## src/verilog/hdc_pkg.sv

```systemverilog
// Purpose: constants shared by the haptic drive control register bank
// Assumes: 8-bit registers reached over the host serial port decoder
// Notes:   times are kept in microseconds, counts derive in the top
// Function
// - control one at 0x1b, fixed bit layout
// - control two at 0x1c, fixed bit layout
// - boost bit raises overdrive loop gain
// - common-mode bit turns on input bias
// - resonant drive time is code*0.1+0.5 ms
// - drive time seeds then self-adjusts
// - rotating-mass sample period is code*0.2+1 ms
// - direction bit picks uni or bidirectional
// - unidirectional uses full range as magnitude
// - unidirectional zero gives none, half gives half
// - bidirectional open-loop: below half brakes
// - stabilizer lowers gain near brake end
// - sampling code selects 150 to 300 us
package hdc_pkg;
  // register addresses
  localparam logic [7:0] HDC_ADDR_ONE   = 8'h1b;
  localparam logic [7:0] HDC_ADDR_TWO   = 8'h1c;
  // reset values of both registers
  localparam logic [7:0] HDC_RST_ONE    = 8'h93;
  localparam logic [7:0] HDC_RST_TWO    = 8'hf5;
  // control one field positions
  localparam int         HDC_BOOST_BIT  = 7;
  localparam int         HDC_RSVD_BIT   = 6;
  localparam int         HDC_CM_BIT     = 5;
  localparam int         HDC_DT_MSB     = 4;
  // control two field positions
  localparam int         HDC_DIR_BIT    = 7;
  localparam int         HDC_STAB_BIT   = 6;
  localparam int         HDC_SAMP_LSB   = 4;
  localparam int         HDC_BLANK_LSB  = 2;
  localparam int         HDC_DISS_LSB   = 0;
  // clock rate and drive times
  localparam int         HDC_CLK_MHZ    = 200;
  localparam int         HDC_LRA_STEP_US = 100;
  localparam int         HDC_LRA_BASE_US = 500;
  localparam int         HDC_ERM_STEP_US = 200;
  localparam int         HDC_ERM_BASE_US = 1000;
  localparam int         HDC_SAMP_BASE_US = 150;
  localparam int         HDC_SAMP_STEP_US = 50;
  // datapath widths
  localparam int         HDC_CYC_W      = 24;
  localparam int         HDC_AMP_W      = 8;
  // amplitude midpoint of the unsigned input range
  localparam logic [8:0] HDC_AMP_MID    = 9'h080;
endpackage : hdc_pkg

```

## src/verilog/hdc_amp_map.sv

```systemverilog
// Purpose: maps incoming amplitude codes onto a signed drive level
// Assumes: amplitude arrives on core_clk from the playback engine
// Notes:   level is 10-bit signed, full scale about +/-256
module hdc_amp_map (
  // clock and reset
  input  wire logic                 core_clk,
  input  wire logic                 reset_n,
  // mode selects
  input  wire logic                 signed_input_select,
  input  wire logic                 closed_loop,
  // amplitude in and level out
  input  wire logic [7:0]           amp_in,
  output logic signed [9:0]         drive_level_q
);
  import hdc_pkg::*;

  // amplitude centred on half scale, doubled to full range
  wire signed [9:0] centred  = 10'(signed'({1'b0, amp_in}))
                             - 10'(signed'(HDC_AMP_MID));
  wire signed [9:0] bidir_lv = centred <<< 1;
  wire              below    = ~amp_in[HDC_AMP_W-1];
  wire signed [9:0] uni_lv   = 10'({2'b00, amp_in});
  // closed-loop bidirectional clips braking half to nothing
  wire signed [9:0] closed_lv = below ? 10'sh000 : bidir_lv;
  wire signed [9:0] level_d  =
    !signed_input_select ? uni_lv :
    (closed_loop ? closed_lv : bidir_lv);

  // register the level
  always_ff @(posedge core_clk) begin
    if (!reset_n) begin
      drive_level_q <= 10'sh000;
    end else begin
      drive_level_q <= level_d;
    end
  end

  uni_scale_a: assert property (
    @(posedge core_clk) disable iff (!reset_n)
    !signed_input_select |=> drive_level_q == 10'($past(amp_in)))
    else $error("unidirectional level wrong");
  bidir_mid_a: assert property (
    @(posedge core_clk) disable iff (!reset_n)
    signed_input_select && !closed_loop && amp_in == 8'h80
    |=> drive_level_q == 10'sh000)
    else $error("bidirectional midpoint not zero");
  bidir_brake_a: assert property (
    @(posedge core_clk) disable iff (!reset_n)
    signed_input_select && !closed_loop && amp_in == 8'h00
    |=> drive_level_q == -10'sd256)
    else $error("bidirectional zero not full brake");
  brake_seen_c: cover property (@(posedge core_clk) drive_level_q < 0);
endmodule : hdc_amp_map

```

## src/verilog/hdc_ctrl_regs.sv

```systemverilog
// Purpose: control registers one and two of the haptic driver
// Assumes: serial port decoder on core_clk gives address and strobes
// Notes:   read data follows a read strobe by one cycle
module hdc_ctrl_regs #(
  parameter int LRA_STEP_CYC  = hdc_pkg::HDC_LRA_STEP_US
                                * hdc_pkg::HDC_CLK_MHZ,
  parameter int LRA_BASE_CYC  = hdc_pkg::HDC_LRA_BASE_US
                                * hdc_pkg::HDC_CLK_MHZ,
  parameter int ERM_STEP_CYC  = hdc_pkg::HDC_ERM_STEP_US
                                * hdc_pkg::HDC_CLK_MHZ,
  parameter int ERM_BASE_CYC  = hdc_pkg::HDC_ERM_BASE_US
                                * hdc_pkg::HDC_CLK_MHZ,
  parameter int SAMP_BASE_CYC = hdc_pkg::HDC_SAMP_BASE_US
                                * hdc_pkg::HDC_CLK_MHZ,
  parameter int SAMP_STEP_CYC = hdc_pkg::HDC_SAMP_STEP_US
                                * hdc_pkg::HDC_CLK_MHZ,
  parameter int ADJ_STEP_CYC  = 64
) (
  // clock and reset
  input  wire logic                 core_clk,
  input  wire logic                 reset_n,
  // register port from the serial decoder
  input  wire logic [7:0]           reg_addr,
  input  wire logic                 reg_wr_en,
  input  wire logic [7:0]           reg_wr_data,
  input  wire logic                 reg_rd_en,
  output logic [7:0]                reg_rd_data_q,
  output logic                      reg_rd_valid_q,
  // loop status from the feedback engine
  input  wire logic                 lra_mode,
  input  wire logic                 closed_loop,
  input  wire logic                 overdrive_phase,
  input  wire logic                 brake_near_done,
  input  wire logic                 adj_pulse,
  input  wire logic                 adj_longer,
  input  wire logic [7:0]           amp_in,
  // configuration outputs
  output logic                      input_common_mode_enable_q,
  output logic                      high_gain_q,
  output logic                      low_gain_q,
  output logic                      signed_input_select_q,
  output logic [1:0]                sense_blank_interval_q,
  output logic [1:0]                current_dissipation_interval_q,
  output logic [hdc_pkg::HDC_CYC_W-1:0] sample_cyc_q,
  output logic [hdc_pkg::HDC_CYC_W-1:0] drive_cyc_q,
  output logic                      drive_tick_q,
  output logic signed [9:0]         drive_level_q
);
  import hdc_pkg::*;

  // period in cycles from a code, a step and a base
  function automatic logic [HDC_CYC_W-1:0] hdc_period(
    input logic [4:0] code,
    input int         step,
    input int         base
  );
    hdc_period = HDC_CYC_W'(code) * HDC_CYC_W'(step)
               + HDC_CYC_W'(base);
  endfunction : hdc_period

  // stored fields
  logic                 boost_q;      // overdrive gain boost
  logic                 cm_q;         // common-mode bias enable
  logic [4:0]           dt_q;         // drive-time code
  logic                 dir_q;        // bidirectional select
  logic                 stab_q;       // brake loop damping
  logic [1:0]           samp_q;       // sampling time code
  logic [1:0]           blank_q;      // blanking code
  logic [1:0]           diss_q;       // dissipation code
  logic                 seed_q;       // reseed after reset or a control one write
  logic                 mode_q;       // last actuator mode
  logic [HDC_CYC_W-1:0] tick_cnt_q;   // drive period counter

  // address decode
  wire hit_one = reg_addr == HDC_ADDR_ONE;
  wire hit_two = reg_addr == HDC_ADDR_TWO;
  wire wr_one  = reg_wr_en && hit_one;
  wire wr_two  = reg_wr_en && hit_two;

  // control one image, reserved reads zero
  wire [7:0] img_one = {boost_q, 1'b0, cm_q, dt_q};
  wire [7:0] img_two = {dir_q, stab_q, samp_q, blank_q, diss_q};
  wire [7:0] rd_mux  = hit_one ? img_one : (hit_two ? img_two : 8'h00);

  // drive time targets and bounds for the active mode
  wire [HDC_CYC_W-1:0] tgt_lra = hdc_period(dt_q, LRA_STEP_CYC,
                                            LRA_BASE_CYC);
  wire [HDC_CYC_W-1:0] tgt_erm = hdc_period(dt_q, ERM_STEP_CYC,
                                            ERM_BASE_CYC);
  wire [HDC_CYC_W-1:0] tgt     = lra_mode ? tgt_lra : tgt_erm;
  wire [HDC_CYC_W-1:0] lra_min = hdc_period(5'h00, LRA_STEP_CYC,
                                            LRA_BASE_CYC);
  wire [HDC_CYC_W-1:0] lra_max = hdc_period(5'h1f, LRA_STEP_CYC,
                                            LRA_BASE_CYC);
  wire [HDC_CYC_W-1:0] adj     = HDC_CYC_W'(ADJ_STEP_CYC);
  wire can_up = drive_cyc_q + adj <= lra_max;
  wire can_dn = drive_cyc_q >= lra_min + adj;
  // a control one write reseeds one cycle late, once the new code is stored;
  // seeding in the write cycle itself would load the old code
  wire seed   = seed_q || (lra_mode != mode_q);
  wire tick_end = tick_cnt_q + HDC_CYC_W'(1) >= drive_cyc_q;
  wire [HDC_CYC_W-1:0] samp_d = HDC_CYC_W'(SAMP_BASE_CYC)
                              + HDC_CYC_W'(samp_q)
                              * HDC_CYC_W'(SAMP_STEP_CYC);

  // control one storage
  always_ff @(posedge core_clk) begin
    if (!reset_n) begin
      boost_q <= HDC_RST_ONE[HDC_BOOST_BIT];
      cm_q    <= HDC_RST_ONE[HDC_CM_BIT];
      dt_q    <= HDC_RST_ONE[HDC_DT_MSB:0];
    end else if (wr_one) begin
      boost_q <= reg_wr_data[HDC_BOOST_BIT];
      cm_q    <= reg_wr_data[HDC_CM_BIT];
      dt_q    <= reg_wr_data[HDC_DT_MSB:0];
    end
  end

  // control two storage
  always_ff @(posedge core_clk) begin
    if (!reset_n) begin
      {dir_q, stab_q, samp_q, blank_q, diss_q} <= HDC_RST_TWO;
    end else if (wr_two) begin
      dir_q   <= reg_wr_data[HDC_DIR_BIT];
      stab_q  <= reg_wr_data[HDC_STAB_BIT];
      samp_q  <= reg_wr_data[HDC_SAMP_LSB+:2];
      blank_q <= reg_wr_data[HDC_BLANK_LSB+:2];
      diss_q  <= reg_wr_data[HDC_DISS_LSB+:2];
    end
  end

  // read answer one cycle after the strobe
  always_ff @(posedge core_clk) begin
    if (!reset_n) begin
      reg_rd_data_q  <= 8'h00;
      reg_rd_valid_q <= 1'b0;
    end else begin
      reg_rd_valid_q <= reg_rd_en;
      if (reg_rd_en) begin
        reg_rd_data_q <= rd_mux;
      end
    end
  end

  // gain, bias, direction, interval and sampling outputs
  always_ff @(posedge core_clk) begin
    if (!reset_n) begin
      input_common_mode_enable_q     <= 1'b0;
      high_gain_q                    <= 1'b0;
      low_gain_q                     <= 1'b0;
      signed_input_select_q          <= HDC_RST_TWO[HDC_DIR_BIT];
      sense_blank_interval_q         <= 2'h0;
      current_dissipation_interval_q <= 2'h0;
      sample_cyc_q                   <= '0;
    end else begin
      input_common_mode_enable_q     <= cm_q;
      high_gain_q                    <= boost_q && overdrive_phase;
      low_gain_q                     <= stab_q && brake_near_done;
      signed_input_select_q          <= dir_q;
      sense_blank_interval_q         <= blank_q;
      current_dissipation_interval_q <= diss_q;
      sample_cyc_q                   <= samp_d;
    end
  end

  // working drive time, seeded then tracked
  always_ff @(posedge core_clk) begin
    if (!reset_n) begin
      drive_cyc_q <= '0;
      seed_q      <= 1'b1;
      mode_q      <= 1'b0;
    end else begin
      seed_q <= wr_one;
      mode_q <= lra_mode;
      if (seed) begin
        drive_cyc_q <= tgt;
      end else if (lra_mode && adj_pulse) begin
        if (adj_longer && can_up) begin
          drive_cyc_q <= drive_cyc_q + adj;
        end else if (!adj_longer && can_dn) begin
          drive_cyc_q <= drive_cyc_q - adj;
        end
      end
    end
  end

  // drive period tick: half-period or back-EMF sample point
  always_ff @(posedge core_clk) begin
    if (!reset_n || seed) begin
      tick_cnt_q   <= '0;
      drive_tick_q <= 1'b0;
    end else begin
      drive_tick_q <= tick_end;
      tick_cnt_q   <= tick_end ? '0 : tick_cnt_q + HDC_CYC_W'(1);
    end
  end

  // amplitude interpretation
  hdc_amp_map u_amp_map (
    .core_clk            (core_clk),
    .reset_n             (reset_n),
    .signed_input_select (dir_q),
    .closed_loop         (closed_loop),
    .amp_in              (amp_in),
    .drive_level_q       (drive_level_q)
  );

  // control one readback, image as it stood at the strobe
  rd_one_a: assert property (
    @(posedge core_clk) disable iff (!reset_n)
    reg_rd_en && hit_one
    |=> reg_rd_valid_q && reg_rd_data_q == $past(img_one))
    else $error("control one readback wrong");
  rd_two_a: assert property (
    @(posedge core_clk) disable iff (!reset_n)
    reg_rd_en && hit_two
    |=> reg_rd_valid_q && reg_rd_data_q == $past(img_two))
    else $error("control two readback wrong");
  rsvd_zero_a: assert property (
    @(posedge core_clk) disable iff (!reset_n)
    reg_rd_en && hit_one |=> reg_rd_data_q[HDC_RSVD_BIT] == 1'b0)
    else $error("reserved bit not zero");
  wr_back_a: assert property (
    @(posedge core_clk) disable iff (!reset_n)
    wr_two |=> img_two == $past(reg_wr_data))
    else $error("control two not written");
  // defaults after reset, watched while reset is low
  rst_dflt_a: assert property (
    @(posedge core_clk)
    !reset_n
    |=> img_one == (HDC_RST_ONE & 8'hbf) && img_two == HDC_RST_TWO)
    else $error("reset defaults wrong");
  cm_bias_a: assert property (
    @(posedge core_clk) disable iff (!reset_n)
    wr_one ##1 !wr_one |=> input_common_mode_enable_q
    == $past(reg_wr_data[HDC_CM_BIT], 2))
    else $error("bias enable not following write");
  boost_gain_a: assert property (
    @(posedge core_clk) disable iff (!reset_n)
    overdrive_phase && boost_q |=> high_gain_q)
    else $error("boost gain missing in overdrive");
  damp_gain_a: assert property (
    @(posedge core_clk) disable iff (!reset_n)
    !brake_near_done || !stab_q |=> !low_gain_q)
    else $error("damping gain out of place");
  // direction select follows the stored bit
  sel_out_a: assert property (
    @(posedge core_clk) disable iff (!reset_n)
    1'b1 |=> signed_input_select_q == $past(dir_q))
    else $error("direction select not following");
  lra_seed_a: assert property (
    @(posedge core_clk) disable iff (!reset_n)
    seed && lra_mode |=> drive_cyc_q == HDC_CYC_W'($past(dt_q))
    * HDC_CYC_W'(LRA_STEP_CYC) + HDC_CYC_W'(LRA_BASE_CYC))
    else $error("resonant drive time seed wrong");
  erm_seed_a: assert property (
    @(posedge core_clk) disable iff (!reset_n)
    seed && !lra_mode |=> drive_cyc_q == HDC_CYC_W'($past(dt_q))
    * HDC_CYC_W'(ERM_STEP_CYC) + HDC_CYC_W'(ERM_BASE_CYC))
    else $error("back-emf period seed wrong");
  adj_up_a: assert property (
    @(posedge core_clk) disable iff (!reset_n)
    !seed && lra_mode && adj_pulse && adj_longer && can_up
    |=> drive_cyc_q == $past(drive_cyc_q) + adj)
    else $error("drive time not lengthened");
  adj_dn_a: assert property (
    @(posedge core_clk) disable iff (!reset_n)
    !seed && lra_mode && adj_pulse && !adj_longer && can_dn
    |=> drive_cyc_q == $past(drive_cyc_q) - adj)
    else $error("drive time not shortened");
  samp_time_a: assert property (
    @(posedge core_clk) disable iff (!reset_n)
    wr_two ##1 !wr_two ##1 1 |-> sample_cyc_q == HDC_CYC_W'(SAMP_BASE_CYC)
    + HDC_CYC_W'($past(reg_wr_data[HDC_SAMP_LSB+:2], 2))
    * HDC_CYC_W'(SAMP_STEP_CYC))
    else $error("sampling time wrong");

  wr_one_c: cover property (@(posedge core_clk) wr_one ##1 reg_rd_en);
  tick_c: cover property (@(posedge core_clk) drive_tick_q);
  adj_c: cover property (@(posedge core_clk) lra_mode && adj_pulse);
  seed_c: cover property (@(posedge core_clk) seed_q && reset_n);
endmodule : hdc_ctrl_regs

```

## config.mk

```make
export PLATFORM = sky130hd
export DESIGN_NAME = hdc_ctrl_regs
export DESIGN_NICKNAME = d
export VERILOG_FILES = /design/src/verilog/hdc_pkg.sv /design/src/verilog/hdc_amp_map.sv /design/src/verilog/hdc_ctrl_regs.sv
export SDC_FILE = /design/constraint.sdc
export NUM_CORES = 1
export LEC_CHECK = 0
export BUFFER_PORTS_ARGS = -buffer_cell sky130_fd_sc_hd__clkbuf_2
export CAP_MARGIN = 30
export CORE_ASPECT_RATIO = 1.1
export CORE_UTILIZATION = 49
export DETAILED_ROUTE_END_ITERATION = 10
export GPL_TIMING_DRIVEN = 1
export MAX_ROUTING_LAYER = met4
export PLACE_DENSITY = 0.71
export SETUP_SLACK_MARGIN = 0.2
export SLEW_MARGIN = 20
export SYNTH_ARGS = -nofsm -noshare
export SYNTH_HDL_FRONTEND = slang
export SYNTH_SLANG_ARGS = --single-unit
```

## constraint.sdc

```tcl
create_clock -name core_clk -period 4.5 [get_ports core_clk]
set_input_delay 0.675 -clock core_clk [delete_from_list [all_inputs] [get_ports core_clk]]
set_output_delay 0.675 -clock core_clk [all_outputs]
set_load 0.005 [all_outputs]
```

-- Word-level counts from Yosys, hierarchy flattened
Index checks and enable logic that the tools add are counted.
- $add $sub $neg: 7
- multiply operators: 3
- div/mod/pow operators: 0
- magnitude comparators: 3
- eq/ne operators: 3
- shift-type cells: 0
- multiplexer cells: 10
- bitwise logic cells: 0
- reduce and logical (&&, ||, !) cells: 16
- operator list (cell ; count):
    24-bit 2-to-1 mux ; 4
    5-bit by 10-bit multiplier with 15-bit output (second input constant) ; 2
    24-bit by 1-bit adder with 24-bit output (second input constant) ; 1
    24-bit by 7-bit adder with 24-bit output (second input constant) ; 1
    24-bit by 17-bit greater-or-equal comparator with 1-bit output (second input constant) ; 1
    24-bit greater-or-equal comparator ; 1
    24-bit by 20-bit less-or-equal comparator with 1-bit output (second input constant) ; 1
    8-bit 2-to-1 mux ; 3
    24-bit by 7-bit subtractor with 24-bit output (second input constant) ; 1
    21-bit by 18-bit adder with 22-bit output (second input constant) ; 1
    22-bit 2-to-1 mux ; 1
    20-bit by 17-bit adder with 21-bit output (second input constant) ; 1
    10-bit 2-to-1 mux ; 2
    15-bit by 16-bit adder with 17-bit output (first input constant) ; 1
    8-bit by 5-bit == test with 1-bit output (second input constant) ; 2
    2-bit by 10-bit multiplier with 12-bit output (second input constant) ; 1
    8-bit by 8-bit subtractor with 9-bit output (second input constant) ; 1
    1-bit logical AND ; 7
    2-bit AND reduction ; 2
    3-bit nonzero test ; 1
    1-bit zero test ; 2
    1-bit logical OR ; 2
    2-bit nonzero test ; 1
    2-bit OR reduction ; 1
    1-bit != test ; 1
- bits in registers: 117
- latch bits: 0
- memory bits (writable): 0
- ROM bits: 0
- bits of input ports: 34
- logic and storage cells: 66
- memories kept: 0

-- Logic depth before layout (Yosys ltp)
- depth after elaboration: 6
- mapped depth: 17

-- Cells and area by module
Synthesis repeated with hierarchy kept, for this count alone.
- cells, all modules: 733
- area, all modules: 6135.9 sq um
- modules (own cells, without submodules) (module ; times used ; cells each ; area an instance (sq um) ; seq. area each (sq um)):
    hdc_ctrl_regs ; 1 ; 699 ; 5803.1 ; 1721.7
    hdc_amp_map ; 1 ; 34 ; 332.8 ; 180.2

-- Worst setup path after synthesis
OpenSTA, ideal clock, no wires.
- kind: flip-flop to flip-flop
- from: register dt_q[2]
- to: register drive_cyc_q[18] (netlist bit)
- arrival time: 3.875 ns
- data required time: 4.409 ns
- slack: 0.534 ns
- cell stages (with the launch flop): 15
- cell sequence: dfxtp_1 inv_1 fa_1 inv_1 ha_1 ha_1 ha_1 a211oi_1 nor3b_1 or4b_1 nor3_1 nor2_1 xnor2_1 a211oi_1 a311oi_1
- word-level cells in the longest chain between the ends: 4
- ends and longest elaborated chain (what ; RTL line ; text):
    start: declaration ; hdc_ctrl_regs.sv:64 ; logic [4:0] dt_q;
    start signal: assignment ; hdc_ctrl_regs.sv:111 ; dt_q <= HDC_RST_ONE[HDC_DT_MSB:0];
    start signal: assignment ; hdc_ctrl_regs.sv:115 ; dt_q <= reg_wr_data[HDC_DT_MSB:0];
    5-bit by 10-bit multiplier with 15-bit output ; hdc_ctrl_regs.sv:57 ; hdc_period = HDC_CYC_W'(code) * HDC_CYC_W'(step)
    21-bit by 18-bit adder with 22-bit output or 20-bit by 17-bit adder with 21-bit output (tied branches) ; hdc_ctrl_regs.sv:58 ; + HDC_CYC_W'(base);
    22-bit 2-to-1 mux * ; hdc_ctrl_regs.sv:90 ; wire [HDC_CYC_W-1:0] tgt = lra_mode ? tgt_lra : tgt_erm;
    24-bit 2-to-1 mux * ; hdc_ctrl_regs.sv:175 ; if (seed) begin
    end signal: assignment ; hdc_ctrl_regs.sv:176 ; drive_cyc_q <= tgt;
    end signal: assignment ; hdc_ctrl_regs.sv:179 ; drive_cyc_q <= drive_cyc_q + adj;
    end signal: assignment ; hdc_ctrl_regs.sv:181 ; drive_cyc_q <= drive_cyc_q - adj;
    end: declaration ; hdc_ctrl_regs.sv:45 ; output logic [hdc_pkg::HDC_CYC_W-1:0] drive_cyc_q,
Mark *: on every way between the ends. The rest lies on a longest branch, timed or not.
A chain may end at the register's enable or synchronous reset.

-- Worst setup path in the final report
- from: register dt_q[4]
- to: register drive_cyc_q[18] (netlist bit)
The elaborated chain is that of the path after synthesis.

==> impl_metrics.toml <==
[pwr]
cellPowerDensity_nw_per_um2 = 270
power.leakage_nw = 3.09
ir_drop_mv = 0.174

[logic_synthesis]
syn_area_sq_um = 6400
synth_top_area_share = 0.297
yosysSeqAreaShare = 0.297
synth_cell_types = 77
syn_avg_cell_area_sq_um = 8.19
synth_seq_cells = 95
synth_most_common_cell = "dfxtp_1"
async_flop_share = 0
synth-warning-count = 0
syn_inst = 782
synth-edff-count = 0
yosysTopAreaCell = "dfxtp_1"
synthTopCellsByArea = "dfxtp_1 30%, ha_1 11%, nand2_1 4.3%"
ys_top_cells_by_count = "95 x dfxtp_1, 73 x nand2_1, 59 x nor2_1"
synth_flop_cell = "dfxtp_1"

[critical_path]
reg2reg_depth = 13
r2r_slack_ns = 0.43
r2r-start = "dt_q[4]"
rr_endpoint = "drive_cyc_q[18]"
cp_top_family = "adder cells"
cp.depth = 13
startpoint = "dt_q[4]"
crit_type = "flip-flop to flip-flop"
worstPathMaxFanout = 7
worstSetupEndpointType = "flip-flop"
critical_path.max_stage_delay_ns = 0.63
crit_required_ns = 4.77
slowest_stage = "or4b_1"
cp_num_buf_inv = 2
crit_chain = "inv_1 -> fa_1 -> inv_1 -> ha_1 -> fa_1 -> ha_1 -> nor3b_1 -> or4b_1 -> nor3_4 -> nor2_1 -> xnor2_1 -> a211oi_1 -> a311oi_1"
critPathCapture = "drive_cyc_q[18]"
cp.arrival_ns = 4.34
startpoint_type = "flip-flop"

[clocking]
hold_buffers = 0
cts_resized = 0
root_buffer = "clkbuf_16"
clock_path_buffers = 2
clk_latency_ns = 0.36
htree_levels = 3
cts_tree = "done"
clkTransAtPathRegs_ns = 0.08
cts_setup_buffers = 0
cts_buffers = 9
cts_sinks = 95

[timing]
maxSlewViolCount = 0
max_freq_mhz = 246
hold_violations = 0
fin_tns_setup_ns = 0
rsz0062_at_grt = "false"
post-route-period-util = 0.905
finalSetupViolCount = 0
relSlewSlack = 0.337
min_period_ns = 4.07
worstMarginPinSlew_ns = 0.991
timing.final.ws_setup_ns = 0.428
finClkSkew_ns = 0.0135
whs_ns = 0.481

[finish]
drive_gt1_frac = 0.168
finalInstanceArea_sq_um = 7120
area_delta_synth_final_pct = 11.1
num-nets-final = 942
n_antenna_cell = 0

[placement]
place_area_sq_um = 6790
io_buffers = 91
gp_congestion = 0.906
dp_slack_ns = 0.366
hpwl_mm = 11.6

[route]
first_pass_iters = 8
drtIter0Drc = 328
ant_nets = 0
routedWlPerCell_microns = 15.4
vias_per_cell = 5.65
drc = 2
finalWirelength_mm = 15.6
num_vias = 5719

[floorplan]
die_h_microns = 122
core_area_sq_um = 12700
die_area_sq_um = 13500
initial_core_util = 0.504
num_rows = 43
io_pins = 110
fp.dieW_microns = 111

[grt]
gr-total-overflow = 0
grt_max_degree = 42
grt_pass1_vias = 5269
grt_pass1_wl_mm = 25.4
antenna_found_initial = 0
track_usage = 0.240

[hold_path]
hold_path.class = "flip-flop to flip-flop"
min-delay-start = "diss_q[1]"

[status]
status = "finished with violations"
violations = "design-rule violations"

[run]
drv_cap = 0
layout by cell type (no fill, tap or decap), drive strengths merged, types with 9 or more instances in the layout:
| master | instances |
|---|---|
| nor2b | 23 |
| xor2 | 18 |
| conb | 18 |
| xnor2 | 25 |
| a21oi | 43 |
| nand4 | 17 |
| a211oi | 17 |
| dfxtp | 95 |
| nand2 | 74 |
| and3 | 14 |
| and2 | 11 |
| nand3 | 45 |
| ha | 54 |
| clkbuf | 100 |
| nor3 | 22 |
| o211ai | 10 |
| nor2 | 59 |
| nor4 | 15 |
| buf | 9 |
| inv | 44 |
| o21ai | 29 |
power by group:
part	switching, W	leakage [nW]	internal, W	total, W
combinational	0.000149	2.16	0.0000986	0.000248
sequential	0.0000375	0.776	0.000865	0.000903
clock	0.000374	0.149	0.000393	0.000767
worst min-delay path by stage:
stage	slack (ns)	to	cells past startpoint
detailed placement	0.46	diss_q[1]	2
floorplan	0.44	blank_q[1]	2
CTS	0.48	diss_q[1]	2
global route	0.51	reg_rd_data_q[6]	2
global placement	0.45	diss_q[1]	2
finish	0.48	diss_q[1]	2
per-stage QoR:
stage / cells / util / total power (W)
global route: 1012 / 0.560 / 0.00200
detailed placement: 995 / 0.535 / 0.00116
floorplan: 799 / - / 0.00110
finish: 1012 / 0.560 / 0.00192
CTS: 1011 / 0.558 / 0.00193
global placement: 994 / 0.534 / 0.00116
state kept, by name, summed over array words and instances, names as in the netlist:
signal and cells:
tick_cnt_q 24, stab_q 1, dir_q 1, u_amp_map.drive_level_q 9
reg_rd_valid_q 1, signed_input_select_q 1, diss_q 2, cm_q 1
input_common_mode_enable_q 1, current_dissipation_interval_q 2, drive_tick_q 1, blank_q 2
drive_cyc_q 19, boost_q 1, seed_q 1, mode_q 1
dt_q 5, samp_q 2, high_gain_q 1, sense_blank_interval_q 2
sample_cyc_q 8, reg_rd_data_q 8, low_gain_q 1
per-layer routing:
metal  wire length (microns)  GRT usage  vias to the layer above
met5                       0          -                        -
met4                     250     0.0813                        0
met3                     730     0.0423                       22
met2                    7830      0.410                      154
met1                    6790      0.285                     2655
li1                        -          -                     2888
area by class of cell:
type,instances,area [sq um]
fill,1184,5580
multi-input combinational,603,4040
sequential,95,1900
timing repair buffer,100,524
clock buffer,9,225
tap,157,196
inverter,41,154
clock inverter,7,72.6
cells by family (layout without fill, tap and decap cells):
group	Yosys count	after routing	share of synthesized area
compound gates	159	159	0.169
xor+xnor	43	43	0.0588
fa+ha+maj	58	58	0.118
buf+inv	101	157	0.0848
flops	95	95	0.297
mux	11	11	0.0190
other cells	1	18	0.000586
simple gates	314	314	0.252
worst register-to-register path: cells and delay by family (launching register included):
family / cells / cell delay (ns)
xor+xnor: 1 / 0.21
fa+ha+maj: 4 / 1.55
simple gates: 4 / 1.21
compound gates: 2 / 0.34
flops: 1 / 0.45
buf+inv: 2 / 0.21
Power figures use the tool's default switching activity.
